## src/core/dac_port_cfg.svh

```systemverilog
// Constants of the quad converter serial write port: offsets, fields, resets.
// Assumes inclusion from the package, the top module, the checker and the testbench.
`ifndef DAC_PORT_CFG_SVH
`define DAC_PORT_CFG_SVH

// ==========================================================================
// Register offsets (byte addresses).
`define OFS_CTRL 4'h0
`define OFS_CODES 4'h4
`define OFS_STATUS 4'h8

// ==========================================================================
// Frame word layout.
`define WORD_BITS 16
`define FLD_CHAN_HI 15
`define FLD_CHAN_LO 14
`define FLD_MODE_HI 13
`define FLD_MODE_LO 12
`define FLD_DATA_HI 11
`define FLD_DATA_LO 4
`define LAST_BIT_CNT 5'h0F

// ==========================================================================
// Reset values.
`define RST_CTRL_EN 1'b1
`define RST_CODE 8'h00

`endif

```

## src/core/dac_port_pkg.sv

```systemverilog
// Types of the quad converter serial write port.
// Assumes the constants header is on the include path.
`include "dac_port_cfg.svh"

package dac_port_pkg;

   // =======================================================================
   // Frame state and update modes.
   typedef enum logic [2:0] {
      ST_IDLE = 3'b001,
      ST_SHIFT = 3'b010,
      ST_DONE = 3'b100
   } link_state_t;

   typedef enum logic [1:0] {
      MODE_LOAD = 2'b00,
      MODE_SINGLE = 2'b01,
      MODE_ALL = 2'b10,
      MODE_PDOWN = 2'b11
   } upd_mode_t;

   // =======================================================================
   // Whole state of the port.
   typedef struct packed {
      logic sclk_meta;
      logic sclk_s;
      logic sclk_prev;
      logic sync_meta;
      logic sync_s;
      logic din_meta;
      logic din_s;
      link_state_t st;
      logic [4:0] cnt;
      logic [15:0] shreg;
      logic [3:0][7:0] hold;
      logic [3:0][7:0] outc;
      logic pd;
      logic [1:0] term;
      logic enable;
      logic [7:0] aborts;
      logic written;
      logic ap_write;
      logic ap_valid;
      logic [3:0] ap_addr;
      logic [31:0] rdata;
   } port_state_t;

endpackage : dac_port_pkg

```

## src/core/quad_dac_serial_write_port.sv

```systemverilog
// Serial write port and update control of a quad 8-bit converter.
// Assumes the link pins are asynchronous to hclk and that one AHB-Lite master
// reaches the registers.
//
// Function
// Shift data in on sclk falling edges
// Shift only while frame sync low
// Apply word on sixteenth falling edge
// Early frame sync rise discards word
// Outputs zero until first valid write
// Word carries channel, mode, powerdown, data
// Two mode bits: simultaneous or single update
// Power-down with three termination choices
// Host serial clock at most 40 MHz
// Host sends exactly sixteen bits per frame
`timescale 1ns/100ps
`include "dac_port_cfg.svh"

module quad_dac_serial_write_port
   import dac_port_pkg::*;
(
   input wire logic hclk,
   input wire logic hresetn,
   input wire logic hsel,
   input wire logic [31:0] haddr,
   input wire logic [1:0] htrans,
   input wire logic hwrite,
   input wire logic [2:0] hsize,
   input wire logic [31:0] hwdata,
   input wire logic hready,
   output logic hreadyout,
   output logic hresp,
   output logic [31:0] hrdata,
   input wire logic sync_n,
   input wire logic sclk,
   input wire logic din,
   output logic [7:0] channel_a_output,
   output logic [7:0] channel_b_output,
   output logic [7:0] channel_c_output,
   output logic [7:0] channel_d_output,
   output logic power_down,
   output logic [1:0] pd_termination
);

   // =======================================================================
   // State registers.
   port_state_t s_reg;
   port_state_t s_next;
   logic [15:0] word;
   logic [1:0] chan;
   upd_mode_t mode;
   logic [7:0] code;
   logic sclk_fall;
   logic bus_take;
   logic in_range;

   always_comb
   begin
      s_next = s_reg;

      // =====================================================================
      // Fields of the word that the current fall completes.
      word = {s_reg.shreg[14:0], s_reg.din_s};
      chan = word[`FLD_CHAN_HI:`FLD_CHAN_LO];
      mode = upd_mode_t'(word[`FLD_MODE_HI:`FLD_MODE_LO]);
      code = word[`FLD_DATA_HI:`FLD_DATA_LO];
      sclk_fall = s_reg.sclk_prev & ~s_reg.sclk_s;

      // =====================================================================
      // Two-flop synchronisers on the link pins.
      s_next.sclk_meta = sclk;
      s_next.sclk_s = s_reg.sclk_meta;
      s_next.sclk_prev = s_reg.sclk_s;
      s_next.sync_meta = sync_n;
      s_next.sync_s = s_reg.sync_meta;
      s_next.din_meta = din;
      s_next.din_s = s_reg.din_meta;

      // =====================================================================
      // Frame reception.
      case (s_reg.st)
         ST_IDLE:
         begin
            if (!s_reg.sync_s && s_reg.enable)
            begin
               s_next.st = ST_SHIFT;
               s_next.cnt = 5'h00;
            end
         end
         ST_SHIFT:
         begin
            if (s_reg.sync_s)
            begin
               s_next.st = ST_IDLE;
               s_next.aborts = s_reg.aborts + 8'h01;
            end
            else if (sclk_fall)
            begin
               s_next.shreg = word;
               s_next.cnt = s_reg.cnt + 5'h01;
               if (s_reg.cnt == `LAST_BIT_CNT)
               begin
                  s_next.st = ST_DONE;
                  s_next.written = 1'b1;
                  case (mode)
                     MODE_LOAD:
                     begin
                        s_next.hold[chan] = code;
                     end
                     MODE_SINGLE:
                     begin
                        s_next.hold[chan] = code;
                        s_next.outc[chan] = code;
                        s_next.pd = 1'b0;
                     end
                     MODE_ALL:
                     begin
                        s_next.hold[chan] = code;
                        s_next.outc = s_next.hold;
                        s_next.pd = 1'b0;
                     end
                     MODE_PDOWN:
                     begin
                        s_next.pd = 1'b1;
                        s_next.term = chan;
                     end
                     default:
                     begin
                        s_next.pd = s_reg.pd;
                     end
                  endcase
               end
            end
         end
         ST_DONE:
         begin
            if (s_reg.sync_s)
            begin
               s_next.st = ST_IDLE;
            end
         end
         default:
         begin
            s_next.st = ST_IDLE;
         end
      endcase

      // =====================================================================
      // AHB-Lite slave, zero wait states; only the low sixteen bytes decode.
      bus_take = hsel & hready & htrans[1];
      in_range = (haddr[31:4] == 28'h0000000);

      // =====================================================================
      // Register write in the data phase.
      if (s_reg.ap_valid && s_reg.ap_write && s_reg.ap_addr == `OFS_CTRL)
      begin
         s_next.enable = hwdata[0];
      end
      s_next.ap_valid = bus_take & in_range;
      s_next.ap_write = hwrite;
      s_next.ap_addr = haddr[3:0];

      // =====================================================================
      // Read data for the next data phase.
      s_next.rdata = 32'h00000000;
      if (bus_take && in_range && !hwrite)
      begin
         if (haddr[3:0] == `OFS_CTRL)
         begin
            s_next.rdata = {31'h00000000, s_next.enable};
         end
         else if (haddr[3:0] == `OFS_CODES)
         begin
            s_next.rdata = s_reg.outc;
         end
         else if (haddr[3:0] == `OFS_STATUS)
         begin
            s_next.rdata = {16'h0000, s_reg.aborts, 4'h0, s_reg.written, s_reg.term, s_reg.pd};
         end
         else
         begin
            s_next.rdata = 32'h00000000;
         end
      end
   end

   // =======================================================================
   // State register.
   always_ff @(posedge hclk or negedge hresetn)
   begin
      if (!hresetn)
      begin
         s_reg <= '0;
         s_reg.sclk_meta <= 1'b1;
         s_reg.sclk_s <= 1'b1;
         s_reg.sclk_prev <= 1'b1;
         s_reg.sync_meta <= 1'b1;
         s_reg.sync_s <= 1'b1;
         s_reg.st <= ST_IDLE;
         s_reg.enable <= `RST_CTRL_EN;
         s_reg.outc <= {4{`RST_CODE}};
         s_reg.hold <= {4{`RST_CODE}};
      end
      else
      begin
         s_reg <= s_next;
      end
   end

   // =======================================================================
   // Outputs.
   assign hreadyout = 1'b1;
   assign hresp = 1'b0;
   assign hrdata = s_reg.rdata;
   assign channel_a_output = s_reg.outc[0];
   assign channel_b_output = s_reg.outc[1];
   assign channel_c_output = s_reg.outc[2];
   assign channel_d_output = s_reg.outc[3];
   assign power_down = s_reg.pd;
   assign pd_termination = s_reg.term;

endmodule : quad_dac_serial_write_port

```

## config.mk

```make
export PLATFORM = sky130hd
export DESIGN_NAME = quad_dac_serial_write_port
export DESIGN_NICKNAME = d
export VERILOG_FILES = /design/src/core/dac_port_pkg.sv /design/src/core/quad_dac_serial_write_port.sv
export VERILOG_INCLUDE_DIRS = /design/src /design/src/core
export SDC_FILE = /design/constraint.sdc
export NUM_CORES = 1
export LEC_CHECK = 0
export BUFFER_PORTS_ARGS = -buffer_cell sky130_fd_sc_hd__buf_2
export CAP_MARGIN = 5
export CORE_ASPECT_RATIO = 1.25
export CORE_MARGIN = 10
export CORE_UTILIZATION = 56
export CTS_BUF_LIST = sky130_fd_sc_hd__clkbuf_4
export DETAILED_ROUTE_END_ITERATION = 16
export PLACE_DENSITY = 0.84
export SLEW_MARGIN = 30
export SYNTH_ARGS = -nofsm -noshare
export SYNTH_HDL_FRONTEND = slang
export SYNTH_SLANG_ARGS = --single-unit
```

## constraint.sdc

```tcl
create_clock -name hclk -period 2.58 [get_ports hclk]
set_input_delay 0.387 -clock hclk [delete_from_list [all_inputs] [get_ports hclk]]
set_output_delay 0.387 -clock hclk [all_outputs]
set_load 0.02 [all_outputs]
```

# Word-level counts from Yosys, hierarchy flattened
# Cells that the tools add are included.
# word_totals
inputBits,77
mem_bits_ro,0
wordCells,100
latch_bits,0
output_inout_bits,69
mem_count,0
regBits,146
ramBits,0
# op_classes
n_div,0
n_lt_le_gt_ge,2
bitwise,6
reduce_logical,26
addsub,2
multipliers,0
n_eq_ne,15
muxes,22
n_shift,0
# ops
operator,n
$mux W32,4
$mux W91,1
$mux W88,1
$mux W67,1
$bwmux W32,2
$pmux W32 S2,1
$logic_not A28 Y1,1
$reduce_and A5 Y1,4
$demux W8 S2,1
$mux W16,1
$mux W8,2
$reduce_and A4 Y1,3
$pmux W5 S2,1
$mux W3,3
$pmux W3 S3,1
$add A8 B1 Y8 const B,1
$logic_not A4 Y1,2
$ne A2 B2 Y1 const B,4
$logic_and A1 B1 Y1,6
$ne A3 B3 Y1 const B,2
$reduce_bool A2 Y1,3
$add A5 B1 Y5 const B,1
$eq A5 B4 Y1 const B,1
$and A1 B1 Y1,4
19 further kinds,22

# Longest topological paths before layout
# Gate-level depths: netlist of the first run.
# logic_depth
ltp_word,10
depth_mapped,9
ltp_nobuf,7

# Worst setup path after synthesis of the first run
# Ideal clock, no wire load.
# synth_timing
path_kind,reg-to-reg
from,register s_reg[131] (netlist bit)
to,register s_reg[83] (netlist bit)
n_path_buf,1
required_ps,2455
period_less_slack_ps,2180
setup_slack_ps,400
path_stages_with_launch,9
t_arrival_ps,2055
cell_sequence,dfrtp_1 -> ha_1 -> and3_1 -> ha_1 -> and3b_1 -> clkbuf_1 -> nand2_4 -> nor4_4 -> mux2_2
# synth_between
elab_chain_len,2
# synth_rtl
element,line,text
start: declaration,quad_dac_serial_write_port.sv:47,port_state_t s_reg;
start signal: assignment,quad_dac_serial_write_port.sv:206,s_reg <= s_next;
$eq A5 B4 Y1 (no line),-,
$reduce_and A5 Y1 (no line),-,
# Every way passes these cells.
# A chain may end at the register's enable or synchronous reset.

# Worst setup path in the final report of the first run
# layout_timing
from,register s_reg[131] (netlist bit)
to,register s_reg[86] (netlist bit)
# Same word-level chain as after synthesis.

==> results, run 1 <==
- The most common cell after layout, fill and taps aside is sky130_fd_sc_hd__dfrtp_1.
- TritonCTS created 17 clock buffers.
- The net count of the mapped netlist is 615.
- The number of clock sinks is 145.
- The floorplan step defined a die boundary enclosing 0.0162 mm².
- The path type of the worst min-delay path is primary input to register.
- Headroom to the max-slew limit came out at 52.4%.
- The critical path starts at s_reg[131]$_DFFE_PN0P_.
- The total core area is 0.0111 mm².
- Across the routed clock network, the largest skew measured is 0.0120 ns.
- Static timing analysis puts the maximum clock frequency at 447 MHz.
- The clock insertion delay at the later pin of the skew report is 0.52 ns.
- The post-synthesis cell type count is 47.
- The total global-route track usage is 15.9%.
- For this run, design rule violations remaining after detail routing come to 0.
- The number of slew-limit violations in the final report is 0.
- The final layout contains 672 nets.
- The count of nets left with antenna violations once routing finished came out at 0.
- The count of buffers added by post-CTS timing repair for setup is 0.
- The first-pass GRT wire length is 20.5 mm.
- The initial cell density of the core is 57.7%.
- The synthesized cell area is 0.00642 mm².
- The count of final hold-check violations is 0.
- Setup repair after global routing left no endpoint under its margin.
- In this run the horizontal extent of the chip is 116 µm.
- The flow ran to the end, and the final reports show no timing, DRC or antenna violations.
- Before antenna repair, the detailed router went through 4 iterations.
- For the pin with the worst max-slew slack, the measured transition is 0.714 ns.
- For this run the aggregate overflow at the end of global routing stands at 0.
- The filler cells instantiated in the layout total 814.
- In this run the count of I/O pins placed on the die edge is 146.
- The critical path data arrival time is 2.65 ns.
- CTS built an H-tree with a depth of 4.
- The top cell types in the final layout, fill and taps aside, are sky130_fd_sc_hd__dfrtp_1 (138), sky130_fd_sc_hd__buf_2 (107), sky130_fd_sc_hd__mux2_2 (50).
- Across the run, the number of max-cap violations was 0.
- The average footprint of a synthesized cell is 12.1 µm².
- Routability-driven placement finished with a final weighted congestion of 0.808.
- TritonCTS built the clock tree.
- Sequential cells were found to cover 56.6% of the synthesized design area.
- The post-DP HPWL is 9.15 mm.
- The number of global-route vias before repair was 4,118.
- Dividing the detail-routed wire length by the instance count gives 17.1 µm.
- The tightest hold margin is 0.127 ns.
- The synthesis-to-finish area growth is 9.51%.
- In this run the tool buffered the top-level ports with 108 buffer cells.
- The power density over cell area is 542 mW/mm².
- Entering global routing, the biggest net connects 81 pins.
- The die height is 140 µm.
- STA classifies the critical path startpoint as a register.
- The count of final setup violators is 0.
- For this design the static power due to leakage is 0.00371 µW.
- The number of gates resized after CTS was 0.
- The clock period minus final worst setup slack is 2.24 ns.
- Clock-pin slew was measured on the worst setup and hold paths at 0.11 ns.
- The mean number of vias per cell is 5.46.
- Row generation in the floorplan step produced 43 rows.
- The final cell count without fillers is 737.
- Setup total negative slack on the finished layout was measured at 0 ns.
- The post-synthesis cell count is 532.
- The via count of the routed design is 4,025.
- The quantity of hold-fixing buffers added after cts is 9.
- The launch point of the worst hold path is hwdata[0].
- Along the worst path, the maximum fanout reaches 8.
- The post-route netlist has 35.9% of its cells at a drive strength greater than 1.
- The clock passes through at most 2 buffers.
- After synthesis the netlist holds a flip-flop and latch count of 145.
- The worst ir drop on vdd is 0.000297 V.
- The final antenna diode count is 0.
- The root buffer cell is sky130_fd_sc_hd__clkbuf_4.
- The sort of element at the end of the critical path is a register.
- The launch instance of the worst register-to-register path is s_reg[131]$_DFFE_PN0P_.
- The worst setup path is of the register to register kind.
- For this block, the routed nets add up to 12.6 mm of wire.
- In this run, the number of DRC markers left after iteration 0 of detailed routing was 137.
- In the finished design, the share of the clock period the worst path needs comes to 86.8%.
- The placed instance count is 696.
- The required time of the critical path is 2.99 ns.
- The initial antenna violation count was 0.
- The count of synthesis-stage warnings from yosys is 0.
per-layer routing:
| layer | vias to the layer above | global-route usage [%] | part of all wire [%] |
|---|---|---|---|
| met5 | - | 0 | 0 |
| met1 | 1998 | 16.8 | 36 |
| met2 | 110 | 28.3 | 56 |
| met4 | 0 | 7.19 | 2.8 |
| met3 | 28 | 4.65 | 5.2 |
| li1 | 1889 | - | - |
critical path: stages, from the launching register on:
cell and delay (ns):
sky130_fd_sc_hd__dfrtp_1 0.41, sky130_fd_sc_hd__ha_1 0.18, sky130_fd_sc_hd__and3_1 0.16, sky130_fd_sc_hd__ha_1 0.13, sky130_fd_sc_hd__and3b_1 0.23, sky130_fd_sc_hd__nand2_4 0.15
sky130_fd_sc_hd__nor4_4 0.48, sky130_fd_sc_hd__mux2_2 0.41
logic make-up (layout without fill, tap and decap cells):
kind of cell | Yosys count | count (layout) | share of synthesized area, %
AO/OA/AOI/OAI | 63 | 63 | 5.84
flip-flops | 145 | 145 | 56.6
XOR/XNOR | 8 | 8 | 1.09
AND/OR/NAND/NOR | 125 | 125 | 11.4
buffers and inverters | 100 | 170 | 9.86
multiplexers | 83 | 83 | 13.9
other | 2 | 2 | 0.117
adder cells (fa/ha/maj) | 6 | 6 | 1.17
final cells by class:
type,instances,area (µm²),share of cell area (%)
clock inverters,14,146,2.08
multi-input cells,287,2170,30.8
clock buffers,18,135,1.92
well taps,135,169,2.40
inverters,7,26.3,0.374
repair buffers,131,754,10.7
flip-flops and latches,145,3640,51.7
cell usage after synthesis (all sizes together):
master | count | share of area, %
o21a | 2 | 0.23
and2 | 20 | 1.9
and4 | 1 | 0.14
and3b | 3 | 0.41
nand4 | 4 | 0.39
a22oi | 11 | 1.3
a2111oi | 1 | 0.14
o311ai | 1 | 0.14
buf | 79 | 8.6
nand3b | 1 | 0.12
nand3 | 5 | 0.39
nor2 | 15 | 0.92
mux2 | 50 | 8.8
o32a | 1 | 0.16
clkbuf | 14 | 0.82
o2111ai | 3 | 0.41
nor4b | 2 | 0.51
conb | 2 | 0.12
inv | 7 | 0.41
nand4b | 1 | 0.14
o21ai | 40 | 3.1
a21oi | 2 | 0.16
mux2i | 33 | 5.1
o211ai | 1 | 0.12
ha | 6 | 1.2
or4 | 1 | 0.12
and4bb | 1 | 0.19
nand2b | 3 | 0.29
and4b | 1 | 0.16
nor4 | 10 | 1.2
nand2 | 42 | 2.6
a31oi | 1 | 0.097
xnor2 | 5 | 0.68
dfrtp | 138 | 54
nor3 | 7 | 1.1
nor4bb | 1 | 0.16
nor2b | 4 | 0.39
xor2 | 3 | 0.41
and3 | 3 | 0.29
dfstp | 7 | 2.9
path summary, 6_finish.rpt:
path,slack [ns],depth (start not counted),end
min,0.13,2,s_reg[47]$_DFF_PN1_
min reg2reg,0.36,0,s_reg[141]$_DFF_PN1_
max reg2reg,0.34,7,s_reg[86]$_DFFE_PN0P_
max in group asynchronous,1.44,3,async pin
min in group asynchronous,0.46,2,s_reg[137]$_DFFE_PN0P_
max,0.34,7,s_reg[86]$_DFFE_PN0P_
stage by stage:
stage	total power, µW	area (µm²)	setup WS, ns	util, %
after detailed placement	2430	6660	0.284	59.8
after global placement	2430	6660	0.469	59.8
after global routing	3960	7030	0.230	63.2
final	3820	7030	0.342	63.2
after floorplan	2350	6420	0.400	-
after CTS	3850	7030	0.267	63.1
where the power goes:
part	switching, µW	internal (µW)
registers	4.65	2280
clock network	757	660
logic	67.5	41.9
Power figures use the tool's default switching activity.
==> inputs of run 2 (changes only) <==
--- a/config.mk
+++ b/config.mk
@@ -6,14 +6,14 @@
 export SDC_FILE = /design/constraint.sdc
 export NUM_CORES = 1
 export LEC_CHECK = 0
-export BUFFER_PORTS_ARGS = -buffer_cell sky130_fd_sc_hd__buf_2
 export CAP_MARGIN = 5
 export CORE_ASPECT_RATIO = 1.25
 export CORE_MARGIN = 10
-export CORE_UTILIZATION = 56
+export CORE_UTILIZATION = 65
 export CTS_BUF_LIST = sky130_fd_sc_hd__clkbuf_4
 export DETAILED_ROUTE_END_ITERATION = 16
-export PLACE_DENSITY = 0.84
+export DONT_BUFFER_PORTS = 1
+export PLACE_DENSITY = 0.83
 export SLEW_MARGIN = 30
 export SYNTH_ARGS = -nofsm -noshare
 export SYNTH_HDL_FRONTEND = slang
==> results, run 2 (synthesized netlist as in run 1, its figures left out) <==
- The internal power of the cells is 2920 µW.
- The number of placement rows is 40.
- In the layout the commonest cells are sky130_fd_sc_hd__dfrtp_1 (138), sky130_fd_sc_hd__mux2_2 (50), sky130_fd_sc_hd__nand2_1 (41).
- Cells with a size suffix above 1 make up 21.9% of the layout.
- The count of final hold-check violations is 145.
- The worst ir drop on vdd is 0.000286 V.
- Clock tree synthesis inserted a total of 17 buffers.
- Headroom to the max-slew limit came out at 62.4%.
- The checks that failed: negative hold slack.
- The final cell count without fillers is 619.
- Using the TritonRoute via totals, the vias-per-cell ratio works out to 5.82.
- STA classifies the critical path endpoint as a register.
- Entering global routing, the biggest net connects 146 pins.
- For the worst flop-to-flop path, the logic depth is 7.
- The critical path goes through ha_1, and3_1, ha_1, and3b_1, nand2_4, nor3_4, mux2_2.
- The CTS tree is yes.
- The critical path starts at s_reg[131]$_DFFE_PN0P_.
- CTS built an H-tree with a depth of 4.
- In this run the horizontal extent of the chip is 109 µm.
- The clock arrives with 0.0122 ns of skew.
- Once the floorplan was initialized, standard cells occupied 66.5% of the core.
- The fraction of power consumed by combinational cells is 0.7%.
- The relative contribution of the clock network to total power is 36.6%.
- The worst setup path endpoint is s_reg[103]$_DFFE_PN0P_.
- On the critical path, the stage with the largest delay is an instance of sky130_fd_sc_hd__dfrtp_1.
- The first-pass GRT wire length is 18.9 mm.
- The total global-route track usage is 16.7%.
- The root buffer cell is sky130_fd_sc_hd__clkbuf_4.
- The quantity of hold-fixing buffers added after cts is 8.
- The DRC violation count after routing is 0.
- Clock latency on the worst-skew pair, taken at its later pin, is 0.52 ns.
- Once detail routing completed, the nets flagged for antenna violations numbered 0.
- The clock period minus final worst setup slack is 2.18 ns.
- Buffers added to address setup during post-CTS repair amount to 0.
- The total area inside the core boundary comes to 0.00966 mm².
- Leaving out fill and tap cells, the most frequent cell in the layout is sky130_fd_sc_hd__dfrtp_1.
- The initial antenna violation count is 0.
- The max-capacitance violation count is 0.
- Data on the critical path arrives at its endpoint at 2.58 ns.
- The worst setup path is of the register to register kind.
- The detailed-router iteration count before antenna repair is 4.
- The count of final setup violators is 0.
- The count of nets after finishing is 564.
- After clock tree synthesis, the repair step resized 0 gates.
- The run finished, with violations left.
- Counting tap cells, the placed design contains a total of 579 instances.
- The count of boundary I/O pins is 146.
- The synthesis-to-finish area growth is 0.214%.
- The analysis attributes to net switching a power of 728 µW.
- After clock tree synthesis, the clock-pin slew on the worst setup and hold paths is 0.11 ns.
- Derived from the worst setup path, the maximum achievable clock frequency is 459 MHz.
- At the pin with the least slew margin, the transition time is 0.563 ns.
- The number of DRC violations after detailed-routing iteration 0 is 222.
- The biggest fanout along the worst timing path is 8.
- The routed wire length is 11.9 mm.
- The share of the clock period used by the worst path after layout is 84.5%.
- The min-delay analysis places its worst path in the category primary input to async pin.
- In the final routed layout, each cell accounts on average for 19.2 µm.
- Setup slack on the worst reg-to-reg path comes out at 0.40 ns.
- The final antenna diode count is 0.
- For this design the static power due to leakage is 0.00317 µW.
- The count of fill cells added during filler insertion is 658.
- After routing, the total negative slack on setup checks comes to 0 ns.
- Of the total power, registers draw 62.7%.
- The number of global-route vias before repair is 3,682.
- Summing over every cut layer, the via total after detailed routing is 3,600.
- The launch instance of the worst register-to-register path is s_reg[131]$_DFFE_PN0P_.
- The longest clock path from root to sink contains 2 buffers.
- Setup repair after global routing left no endpoint under its margin.
- The total of buffers placed on input and output ports is 0.
- In this design, the stage delay of the slowest critical-path cell is 0.40 ns.
- The required time of the critical path is 2.98 ns.
- The power density over cell area is 567 mW/mm².
- The element type at the critical path start is a register.
- Hold timing on the final database bottoms out at a slack of -0.451 ns.
- The capturing point of the worst reg2reg path is s_reg[103]$_DFFE_PN0P_.
- The library cell appearing most often on the critical path is sky130_fd_sc_hd__ha_1.
- The number of slew-limit violations in the final report is 0.
- Of the total power, the share spent switching nets is 20.0%.
- For this design, the sink count on the clock tree is 145.
- Detailed placement finished with a half-perimeter wire length of 8.21 mm.
- The placer congestion estimate is 0.793.
- The die outline area is 0.0143 mm².
- The sum of overflow across all layers after global routing is 0.
- The die is 131 µm tall.
run 2: changes by cell type in the layout (fill, tap and decap cells not counted), sizes merged:
cell	before	now
clkinv	8	5
clkbuf	18	23
clkinvlp	3	1
bufinv	3	2
buf	122	14
run 2: routing by layer:
layer | track usage (%) | wire length (µm) | up-vias
met5 | 0 | 0 | -
met3 | 4.89 | 618 | 17
li1 | - | - | 1660
met2 | 28.8 | 6490 | 82
met1 | 18.8 | 4560 | 1841
met4 | 6.31 | 192 | 0
run 2: area by class of cell:
cell class	instances	area (µm²)	share of cell area (%)
Multi-Input combinational cell	287	2160	33.5
Tap cell	126	158	2.45
Clock inverter	8	88.8	1.38
Inverter	7	26.3	0.408
Clock buffer	23	173	2.68
Timing Repair Buffer	23	195	3.03
Sequential cell	145	3640	56.5
run 2: stage by stage:
step	worst slack, ns	power [µW]	utilization [%]	cell area [µm²]	hold WS [ns]
floorplan	0.400	2350	-	6420	0.0914
finish	0.399	3650	66.6	6440	-0.451
global route	0.279	3790	66.6	6440	-0.505
global placement	0.493	2350	63.0	6090	0.0972
detailed placement	0.426	2350	63.0	6090	0.0956
CTS	0.389	3670	66.5	6430	-0.470
run 2: worst min-delay path by stage:
stage                 start                    end  slack (ns)  cells past startpoint
CTS                 hresetn  s_reg[39]$_DFFE_PN0P_       -0.47                      0
global placement    hresetn   hrdata[11]$_DFF_PN0_         0.1                      0
finish              hresetn    hrdata[2]$_DFF_PN0_       -0.45                      0
global route        hresetn  s_reg[38]$_DFFE_PN0P_       -0.50                      0
floorplan           hresetn              async pin        0.09                      0
detailed placement  hresetn   hrdata[13]$_DFF_PN0_         0.1                      0
run 2: power groups by stage:
stage | combinational [µW] | clock [µW] | sequential, µW
after floorplan | 13.8 | 0 | 2330
after global placement | 13.9 | 0 | 2330
after detailed placement | 14.5 | 0 | 2330
after CTS | 24.4 | 1360 | 2290
after global routing | 28.1 | 1470 | 2290
final | 26.3 | 1330 | 2290
run 2: worst max-delay path: cells and delay by family (launching register included):
family | cells | cell delay (ns)
flops | 1 | 0.40
fa+ha+maj | 2 | 0.33
mux | 1 | 0.39
simple gates | 4 | 0.93
